--- src/inc/sli_pkg.sv ---
// Constants and types shared by the status indicator logic
package sli_pkg;
	// ------------------------------------------------------------
	// Timing
	// ------------------------------------------------------------
	localparam int CLK_HZ = 100_000_000;
	localparam int FAST_HZ = 10;
	localparam int SLOW_HZ = 2;
	localparam int FAST_HALF_CYC = CLK_HZ / (2 * FAST_HZ);
	localparam int SLOW_HALF_CYC = CLK_HZ / (2 * SLOW_HZ);
	localparam int MIN_START_MS = 3000;
	localparam int MIN_START_CYC = (CLK_HZ / 1000) * MIN_START_MS;
	localparam int HOLD_W = 29;

	// ------------------------------------------------------------
	// Register map and fields
	// ------------------------------------------------------------
	localparam logic [3:0] REG_CTRL = 4'h0;
	localparam logic [3:0] REG_STATUS = 4'h4;
	localparam logic [3:0] REG_INT_STAT = 4'h8;
	localparam logic [3:0] REG_INT_MASK = 4'hc;
	localparam int CTRL_EN_BIT = 0;
	localparam logic CTRL_EN_RST = 1'b1;
	localparam int INT_FAULT = 0;
	localparam int INT_FDONE = 1;
	localparam int INT_MEMRST = 2;
	localparam logic [2:0] INT_MASK_RST = 3'h0;

	// ------------------------------------------------------------
	// Display modes
	// ------------------------------------------------------------
	typedef enum logic [3:0] {
		M_OFF, M_FW_LOAD, M_INIT1, M_INIT2, M_INIT3, M_INIT4,
		M_STOP, M_STARTUP, M_RUN, M_CFG_LOAD, M_OVR_REQ,
		M_OVR_EXEC, M_FACT_EXEC, M_FACT_DONE
	} sli_mode_t;
endpackage

--- src/hdl/sli_blink.sv ---
// Free-running blink phase generator from the system clock
module sli_blink
	import sli_pkg::*;
#(
	parameter int HALF = FAST_HALF_CYC
)
(
	// Clock and reset
	input wire logic core_clk,
	input wire logic rst,
	// Blink phase
	output logic phase
);
	typedef struct packed {
		logic [31:0] cnt;
		logic ph;
	} sli_blink_t;

	sli_blink_t r;
	sli_blink_t n;

	// Prescaler toggles the phase every HALF cycles
	always_comb
	begin
		n = r;
		if (r.cnt == 32'(HALF - 1))
		begin
			n.cnt = 32'h0;
			n.ph = ~r.ph;
		end
		else
			n.cnt = r.cnt + 32'h1;
	end

	// State register
	always_ff @(posedge core_clk or posedge rst)
	begin
		if (rst)
			r <= '0;
		else
			r <= n;
	end

	assign phase = r.ph;
endmodule

--- src/hdl/sli_top.sv ---
// Front-panel status indicator controller
module sli_top
	import sli_pkg::*;
#(
	parameter int FAST_HALF = FAST_HALF_CYC,
	parameter int SLOW_HALF = SLOW_HALF_CYC,
	parameter int MIN_START = MIN_START_CYC
)
(
	// Clock and reset
	input wire logic core_clk,
	input wire logic rst,
	// Operating state controller
	input wire logic fw_loading,
	input wire logic [2:0] init_phase,
	input wire logic startup_busy,
	input wire logic run_state,
	input wire logic sys_fault,
	input wire logic vars_forced,
	input wire logic card_access,
	input wire logic cfg_loading,
	input wire logic ovr_req,
	input wire logic ovr_exec,
	input wire logic fact_exec,
	input wire logic fact_done,
	input wire logic project_on_card,
	// Mode switch pin
	input wire logic memory_reset_position,
	// Requests to the controller
	output logic ovr_reset_req,
	output logic card_load_req,
	// Indicators
	output logic run_indicator,
	output logic stop_indicator,
	output logic fault_indicator,
	output logic force_indicator,
	output logic card_indicator,
	// Register port
	input wire logic [3:0] addr,
	input wire logic [31:0] wdata,
	input wire logic wr,
	input wire logic rd,
	output logic [31:0] rdata,
	output logic irq
);
	// ------------------------------------------------------------
	// State
	// ------------------------------------------------------------
	typedef struct packed {
		sli_mode_t mode;
		logic booted;
		logic [HOLD_W-1:0] hold;
		logic start_d;
		logic sw_s1;
		logic sw_s2;
		logic sw_d;
		logic fault_d;
		logic done_d;
		logic exec_d;
		logic pend;
		logic card_ld;
		logic ovr_o;
		logic [4:0] leds;
		logic en;
		logic [2:0] ist;
		logic [2:0] imask;
		logic irq;
		logic [31:0] rdata;
	} sli_core_t;

	sli_core_t r;
	sli_core_t n;
	logic fast_ph;
	logic slow_ph;
	logic [2:0] ev;
	logic [2:0] clr;

	// ------------------------------------------------------------
	// Blink prescalers
	// ------------------------------------------------------------
	sli_blink #(.HALF(FAST_HALF)) u_fast (
		.core_clk(core_clk),
		.rst(rst),
		.phase(fast_ph)
	);

	sli_blink #(.HALF(SLOW_HALF)) u_slow (
		.core_clk(core_clk),
		.rst(rst),
		.phase(slow_ph)
	);

	// Indicator pattern {run, stop, fault, force, card} for a mode
	function automatic logic [4:0] pattern(sli_mode_t m, logic f,
		logic s, logic fa, logic fo, logic ca);
		case (m)
			M_FW_LOAD: pattern = {1'b1, f, 3'b111};
			M_INIT1: pattern = 5'h1f;
			M_INIT2: pattern = 5'h1e;
			M_INIT3: pattern = 5'h1c;
			M_INIT4: pattern = 5'h0c;
			M_STOP: pattern = {2'b01, fa, fo, ca};
			M_STARTUP: pattern = {s, 1'b1, fa, fo, ca};
			M_RUN: pattern = {2'b10, fa, fo, ca};
			M_CFG_LOAD: pattern = {1'b0, f, fa, fo, ca};
			M_OVR_REQ: pattern = {1'b0, s, fa, fo, ca};
			M_OVR_EXEC: pattern = {1'b0, f, fa, fo, ca};
			M_FACT_EXEC: pattern = 5'h19;
			M_FACT_DONE: pattern = 5'h0f;
			default: pattern = 5'h00;
		endcase
	endfunction

	// ------------------------------------------------------------
	// Next state
	// ------------------------------------------------------------
	always_comb
	begin
		n = r;
		// Switch pin synchroniser
		n.sw_s1 = memory_reset_position;
		n.sw_s2 = r.sw_s1;
		n.sw_d = r.sw_s2;
		n.fault_d = sys_fault;
		n.done_d = fact_done;
		n.exec_d = ovr_exec;
		n.start_d = startup_busy;
		n.ovr_o = r.sw_s2;
		n.card_ld = 1'b0;

		// Boot-up begins with firmware load or an init phase
		if (fw_loading || init_phase != 3'h0)
			n.booted = 1'b1;

		// Start-up display lasts at least the minimum time
		if (startup_busy && !r.start_d)
			n.hold = HOLD_W'(MIN_START);
		else if (r.hold != '0)
			n.hold = r.hold - 1'b1;

		// Memory-reset position: reset, then card load
		if (r.sw_s2 && !r.sw_d)
			n.pend = 1'b1;
		else if (r.exec_d && !ovr_exec && r.pend)
		begin
			n.pend = 1'b0;
			n.card_ld = project_on_card;
		end

		// Display mode by priority
		if (!n.booted)
			n.mode = M_OFF;
		else if (fact_exec)
			n.mode = M_FACT_EXEC;
		else if (fact_done)
			n.mode = M_FACT_DONE;
		else if (fw_loading)
			n.mode = M_FW_LOAD;
		else if (init_phase == 3'h1)
			n.mode = M_INIT1;
		else if (init_phase == 3'h2)
			n.mode = M_INIT2;
		else if (init_phase == 3'h3)
			n.mode = M_INIT3;
		else if (init_phase == 3'h4)
			n.mode = M_INIT4;
		else if (ovr_exec)
			n.mode = M_OVR_EXEC;
		else if (ovr_req || r.sw_s2)
			n.mode = M_OVR_REQ;
		else if (cfg_loading)
			n.mode = M_CFG_LOAD;
		else if (startup_busy || r.hold != '0)
			n.mode = M_STARTUP;
		else if (run_state)
			n.mode = M_RUN;
		else
			n.mode = M_STOP;

		// Lamps; disabled output shows all off
		n.leds = r.en ? pattern(n.mode, fast_ph, slow_ph, sys_fault,
			vars_forced, card_access) : 5'h00;

		// Events and write-one-to-clear; a new event wins
		ev = 3'h0;
		ev[INT_FAULT] = sys_fault && !r.fault_d;
		ev[INT_FDONE] = fact_done && !r.done_d;
		ev[INT_MEMRST] = r.sw_s2 && !r.sw_d;
		clr = (wr && addr == REG_INT_STAT) ? wdata[2:0] : 3'h0;
		n.ist = (r.ist & ~clr) | ev;
		if (wr && addr == REG_INT_MASK)
			n.imask = wdata[2:0];
		if (wr && addr == REG_CTRL)
			n.en = wdata[CTRL_EN_BIT];
		n.irq = (n.ist & n.imask) != 3'h0;

		// Read data only in the cycle after the strobe
		n.rdata = 32'h0;
		if (rd)
		begin
			case (addr)
				REG_CTRL: n.rdata = {31'h0, r.en};
				REG_STATUS: n.rdata = {27'h0, r.booted, r.mode};
				REG_INT_STAT: n.rdata = {29'h0, r.ist};
				REG_INT_MASK: n.rdata = {29'h0, r.imask};
				default: n.rdata = 32'h0;
			endcase
		end
	end

	// State register
	always_ff @(posedge core_clk or posedge rst)
	begin
		if (rst)
		begin
			r <= '0;
			r.mode <= M_OFF;
			r.en <= CTRL_EN_RST;
			r.imask <= INT_MASK_RST;
		end
		else
			r <= n;
	end

	// ------------------------------------------------------------
	// Outputs
	// ------------------------------------------------------------
	assign run_indicator = r.leds[4];
	assign stop_indicator = r.leds[3];
	assign fault_indicator = r.leds[2];
	assign force_indicator = r.leds[1];
	assign card_indicator = r.leds[0];
	assign ovr_reset_req = r.ovr_o;
	assign card_load_req = r.card_ld;
	assign rdata = r.rdata;
	assign irq = r.irq;

	logic no_hi;
	assign no_hi = !fact_exec && !fact_done && !fw_loading
		&& init_phase == 3'h0 && !ovr_exec && !ovr_req
		&& !r.sw_s2 && !cfg_loading;
endmodule

--- config.mk ---
export PLATFORM = sky130hd
export DESIGN_NAME = sli_top
export DESIGN_NICKNAME = d
export VERILOG_FILES = /design/src/inc/sli_pkg.sv /design/src/hdl/sli_blink.sv /design/src/hdl/sli_top.sv
export SDC_FILE = /design/constraint.sdc
export NUM_CORES = 1
export LEC_CHECK = 0
export ABC_CLOCK_PERIOD_IN_PS = 5300
export BUFFER_PORTS_ARGS = -buffer_cell sky130_fd_sc_hd__buf_2
export CAP_MARGIN = 20
export CELL_PAD_IN_SITES_DETAIL_PLACEMENT = 0
export CELL_PAD_IN_SITES_GLOBAL_PLACEMENT = 1
export CORE_UTILIZATION = 44
export CTS_BUF_LIST = sky130_fd_sc_hd__clkbuf_16
export DETAILED_ROUTE_END_ITERATION = 7
export GPL_ROUTABILITY_DRIVEN = 0
export PLACE_DENSITY = 0.87
export SETUP_SLACK_MARGIN = 0.3
export SLEW_MARGIN = 20
export SYNTH_ARGS = -nofsm -noshare
export SYNTH_HDL_FRONTEND = slang
export SYNTH_SLANG_ARGS = --single-unit
--- constraint.sdc ---
create_clock -name core_clk -period 5.3 [get_ports core_clk]
set_input_delay 0.53 -clock core_clk [delete_from_list [all_inputs] [get_ports core_clk]]
set_output_delay 0.53 -clock core_clk [all_outputs]
set_load 0.01 [all_outputs]
==> impl_metrics.ini, run 1 <==
[outcome]
status = finished clean

[timing]
setup_viol = 0
hold_viol_final = 0
post-route-period-util = 0.515
grt_setup_unrepaired = false
setup_ws_ps = 2570
min_period_ps = 2730
finalSetupTns_ps = 0
relSlewSlack = 0.372
finClkSkew_ps = 5.68
slew_violations = 0
worst_pin_slew_ps = 942
max_freq_mhz = 367
holdWs_ps = 232

[worst_setup_path]
cpMaxStageDelayCell = nor4_1
crit_buf_inv = 0
critPathKind = flip-flop to flip-flop
setup.worst_path.start = r[60]$_DFFE_PP0P_
cp_max_fo = 6
path_delay_family = simple AND/OR/NAND/NOR gates
crit_path_start_kind = flip-flop
cp_cell_sequence = nor4_1 > nand2_1 > or4_1 > o211a_2 > nor2_4 > mux2i_1 > a21oi_1
endpoint_kind = flip-flop
crit_required_ps = 5590
crit_arrival_ps = 3010
max_stage_delay_ps = 650
reg2reg_from = r[60]$_DFFE_PP0P_

[synth]
ys_seq_area_frac = 0.515
synth_edf_count = 0
ys_async_sr_fraction = 1.00
synth.avg_cell_area_um2 = 10.2
syn_inst = 607
synth.distinct_cells = 52
yosys_warnings = 0
synth.most_common_cell = dfrtp_1
synthTopCellsByArea = dfrtp_1 (51%), xnor2_1 (7.4%), xor2_1 (5.0%)
synth_seq_cells = 127
yosys.area.top_type = dfrtp_1
syn-cell-area_um2 = 6170
synth_common_cells = dfrtp_1 (126), nor2_1 (74), nand2_1 (57)
synth_ff_type = dfrtp_1
yosysTopAreaCellShare = 0.511

[clock_tree]
numCtsBuffers = 17
clockBufferDepth = 2
insertion_delay_ps = 410
h-tree-depth = 4
clock_sinks = 127
postCtsSetupBuffers = 0
post_cts_resized = 0
cts_tree = built
cts_root_buf = clkbuf_16
holdBufCountCts = 0
cts.reportedPaths.clkPinSlew_ps = 50

[global_route]
grt_pass1_vias = 4371
antenna_found_initial = 0
grt_use_total = 0.178
grt_pass1_wl_um = 20500
overflow = 0
grt_max_degree = 79

[drt]
ant_nets = 0
avgViaCountPerCell = 5.18
drt-initial-drc-count = 322
drc = 0
finalWirelength_um = 11800
dr_total_vias = 4338
wl_per_cell_um = 14.0
first_pass_iters = 4

[floorplan]
start_util = 0.459
die_h_um = 120
coreArea_um2 = 13500
dieArea_um2 = 14500
rows = 42
io_pins = 96
die_x_um = 120

[flow_run]
maxCapViolations = 0

[hold_path]
hp-class = primary input to flip-flop
worstHoldStart = memory_reset_position

[layout]
num_antenna_cells = 0
drive_gt1_frac = 0.127
area_growth_pct = 12.9
finalNetCount = 711

[place]
pre_cts_ws_ps = 2600
dp_hpwl_um = 8120
numPortBuffers = 39

[power]
ir_drop_mv = 0.286
p_leak_nw = 3.10
p_per_area_nw_per_um2 = 337
placed cells by master, fill, tap and decap left out, drive strengths merged, types with 2 or more instances in the layout:
cell,n
nor4b,5
bufinv,2
a22oi,2
nand2,57
and3,19
nand3b,3
o211ai,2
mux2,6
clkinv,8
nand3,32
o21a,2
o211a,2
a21oi,7
clkbuf,17
xnor2,52
dfrtp,126
nor2,75
nand4,16
or2,3
buf,44
and4,7
mux2i,2
a211oi,3
nor3,15
and2,4
nor4,20
xor2,35
or4,6
ha,4
or3,4
nor2b,9
conb,27
a31oi,2
o21ai,15
inv,11
nand2b,4
routing by layer:
metal	GRT usage	part of all wire	vias up
li1	-	-	2133
met2	0.293	0.49	70
met4	0.0494	0.011	0
met1	0.227	0.47	2122
met5	0	0	-
met3	0.0542	0.034	13
final timing paths:
kind                            cells past startpoint                 endpoint  slack (ps)
worst max register to register                      7  run_indicator$_DFF_PP0_        2570
min in group asynchronous                           2          r[54]$_DFF_PP0_         330
worst max-delay path                                7  run_indicator$_DFF_PP0_        2570
worst min register to register                      0          n[45]$_DFF_PP0_         350
max in group asynchronous                           3   u_fast.r[11]$_DFF_PP0_        3820
worst min-delay path                                1          n[52]$_DFF_PP0_         230
power breakdown:
part	internal, mW	switching [mW]
combinational	0.0861	0.136
sequential	1.02	0.0439
clock	0.669	0.389
layout make-up:
type	instances	area (µm²)
Inverter	9	36.3
Clock buffer	17	425
Timing Repair Buffer	44	233
Tap cell	176	220
Clock inverter	13	108
Sequential cell	127	3180
Fill cell	1216	6480
Multi-Input combinational cell	452	2770
registers in the layout (all words and copies together) (netlist names):
name	flops
card_indicator	1
card_load_req	1
fault_indicator	1
force_indicator	1
irq	1
n	2
ovr_reset_req	1
r	46
rdata	5
run_indicator	1
stop_indicator	1
u_fast.phase	1
u_fast.r	32
u_slow.phase	1
u_slow.r	32
worst reg2reg max path: stages (launching register included):
cell and delay [ps]:
dfrtp_1 430, nor4_1 650, nand2_1 330, or4_1 610
o211a_2 200, nor2_4 110, mux2i_1 180, a21oi_1 90
kinds of logic after synthesis:
| family | after synthesis | synth area share |
|---|---|---|
| DFF | 127 | 0.515 |
| adders and majority gates | 4 | 0.00811 |
| muxes | 9 | 0.0178 |
| and+or+nand+nor | 281 | 0.236 |
| buffers and inverters | 54 | 0.0525 |
| AOI/OAI and AO/OA | 44 | 0.0462 |
| xor gates and xnor gates | 87 | 0.123 |
| other | 1 | 0.000607 |
through the flow:
| stage | util | instances | area (µm²) | power (mW) |
|---|---|---|---|---|
| final | 0.518 | 838 | 6970 | 2.35 |
| after detailed placement | 0.478 | 808 | 6440 | 1.31 |
| after CTS | 0.518 | 838 | 6970 | 2.38 |
| after global routing | 0.518 | 838 | 6970 | 2.45 |
| after global placement | 0.478 | 808 | 6440 | 1.30 |
| after floorplan | - | 633 | 6270 | 1.25 |
(Power assumes the default switching activity.)
==> run 2, diff against run 1 <==
--- a/config.mk
+++ b/config.mk
@@ -5,7 +5,7 @@
 export SDC_FILE = /design/constraint.sdc
 export NUM_CORES = 1
 export LEC_CHECK = 0
-export ABC_CLOCK_PERIOD_IN_PS = 5300
+export ABC_CLOCK_PERIOD_IN_PS = 2700
 export BUFFER_PORTS_ARGS = -buffer_cell sky130_fd_sc_hd__buf_2
 export CAP_MARGIN = 20
 export CELL_PAD_IN_SITES_DETAIL_PLACEMENT = 0
==> constraint.sdc (replaced) <==
create_clock -name core_clk -period 2.7 [get_ports core_clk]
set_input_delay 0.27 -clock core_clk [delete_from_list [all_inputs] [get_ports core_clk]]
set_output_delay 0.27 -clock core_clk [all_outputs]
set_load 0.01 [all_outputs]
==> impl_metrics.ini, run 2 (synthesis results as in run 1) <==
[outcome]
status = finished clean

[floorplan]
dieArea_um2 = 14500
io_pins = 96
die_x_um = 120
start_util = 0.459
die_h_um = 120
rows = 42
coreArea_um2 = 13500

[layout]
top_regs = r: 46 flops, u_fast.r: 32 flops, u_slow.r: 32 flops
num_antenna_cells = 0
finalNetCount = 732
postLayoutCellArea_um2 = 7230
drive_gt1_frac = 0.170
final_common_cell = dfrtp_1
top_register = r
largest_register_ff_count = 46
area_growth_pct = 17.2
final_cell_mix = dfrtp_1 (124), nor2_1 (74), nand2_1 (57)

[timing]
relSlewSlack = 0.365
worst_pin_slew_ps = 950
max_freq_mhz = 409
min_period_ps = 2450
grt_setup_unrepaired = true
hold_viol_final = 0
finClkSkew_ps = 6.05
post-route-period-util = 0.906
setup_ws_ps = 253
finalSetupTns_ps = 0
setup_viol = 0
holdWs_ps = 20.4
slew_violations = 0

[worst_setup_path]
cp_cell_sequence = or4_4 > nand4bb_4 > or4_4 > o211a_4 > nor2_4 > mux2i_1 > a21oi_1
crit_required_ps = 2980
critPathKind = flip-flop to flip-flop
cp_max_fo = 4
cpMaxStageDelayCell = or4_4
crit_path_start_kind = flip-flop
max_stage_delay_ps = 530
crit_arrival_ps = 2730
reg2reg_slack_ps = 250
crit_path_frequent_cell = or4_4
endpoint_kind = flip-flop

[drt]
drc = 0
first_pass_iters = 4
avgViaCountPerCell = 5.24
dr_total_vias = 4497
finalWirelength_um = 12200
ant_nets = 0
wl_per_cell_um = 14.3
drt-initial-drc-count = 236

[global_route]
grt_pass1_wl_um = 20900
grt_use_total = 0.182
overflow = 0
grt_pass1_vias = 4555
grt_max_degree = 55
antenna_found_initial = 0

[clock_tree]
h-tree-depth = 4
numCtsBuffers = 17
clockBufferDepth = 2
insertion_delay_ps = 410
cts.reportedPaths.clkPinSlew_ps = 50
clock_sinks = 127
cts_root_buf = clkbuf_16
cts_tree = built

[place]
dp_hpwl_um = 8090
numPortBuffers = 39
dpl_cell_area_um2 = 6530
pre_cts_ws_ps = 197

[power]
p_leak_nw = 3.24
ir_drop_mv = 0.476
switching_share = 0.244
p_comb_frac = 0.103
p_seq_frac = 0.452
internal_power_mw = 3.52
power.switching_mw = 1.13
p_per_area_nw_per_um2 = 643
clkPwrFrac = 0.445

[hold_path]
hp-class = primary input to flip-flop

[flow_run]
maxCapViolations = 0
-- run 2: cell types whose count changed in the layout (fill, tap and decap cells not counted), sizes merged --
| cell | previous run | this run |
|---|---|---|
| buf | 44 | 63 |
| clkinv | 8 | 6 |
| clkinvlp | 1 | 3 |
| dlygate4sd3 | 0 | 2 |
| inv | 11 | 10 |
-- run 2: per-layer routing --
layer  vias up  GRT usage  share of wire
li1       2163          -              -
met1      2221      0.223           0.45
met2        98      0.303           0.49
met3        15     0.0528          0.043
met4         0     0.0679          0.012
met5         -          0              0
-- run 2: cell type report --
cell class,count,area [µm²]
fillers,1184,6220
flip-flops and latches,127,3180
multi-input cells,452,2850
clock buffers,17,425
repair buffers,65,412
well taps,176,220
clock inverters,12,106
inverters,9,37.5
-- run 2: worst paths after layout --
| path | cells after the start | end | startpoint |
|---|---|---|---|
| worst max-delay path | 7 | run_indicator$_DFF_PP0_ | r[67]$_DFFE_PP0P_ |
| worst min-delay path | 1 | r[54]$_DFF_PP0_ | startup_busy |
| worst max register to register | 7 | run_indicator$_DFF_PP0_ | r[67]$_DFFE_PP0P_ |
| worst min register to register | 0 | n[45]$_DFF_PP0_ | n[52]$_DFF_PP0_ |
| max in group asynchronous | 3 | r[68]$_DFFE_PP0P_ | rst |
| min in group asynchronous | 2 | rdata[2]$_DFF_PP0_ | rst |
-- run 2: per-stage QoR --
step | util | instances | power [mW]
after detailed placement | 0.485 | 817 | 2.58
final | 0.538 | 858 | 4.65
after global routing | 0.538 | 858 | 4.86
after floorplan | - | 633 | 2.45
after CTS | 0.528 | 848 | 4.68
after global placement | 0.485 | 817 | 2.57
-- run 2: power groups by stage --
stage | combinational (mW) | sequential [mW] | clock (mW)
after global routing | 0.543 | 2.11 | 2.21
final | 0.481 | 2.10 | 2.07
after global placement | 0.447 | 2.12 | 0
after CTS | 0.473 | 2.10 | 2.11
after detailed placement | 0.460 | 2.12 | 0
after floorplan | 0.342 | 2.11 | 0
-- run 2: worst max-delay path, delay by kind of cell (launching register included) --
family / cells / cell delay (ps)
multiplexers: 1 / 200
AND/OR/NAND/NOR: 4 / 1400
AO/OA/AOI/OAI: 2 / 280
flip-flops: 1 / 430
-- run 2: what timing repair did --
| item | 4_1_cts | 5_1_grt |
|---|---|---|
| buffers inserted | 0 | 10 |
| pin swaps | 0 | 5 |
| resized for setup | 4 | 12 |
| hold buffers | 2 | 0 |
| endpoints found under the setup margin | 7 | 17 |
| endpoints found under the hold margin | 2 | 0 |
| cloned | 0 | 0 |
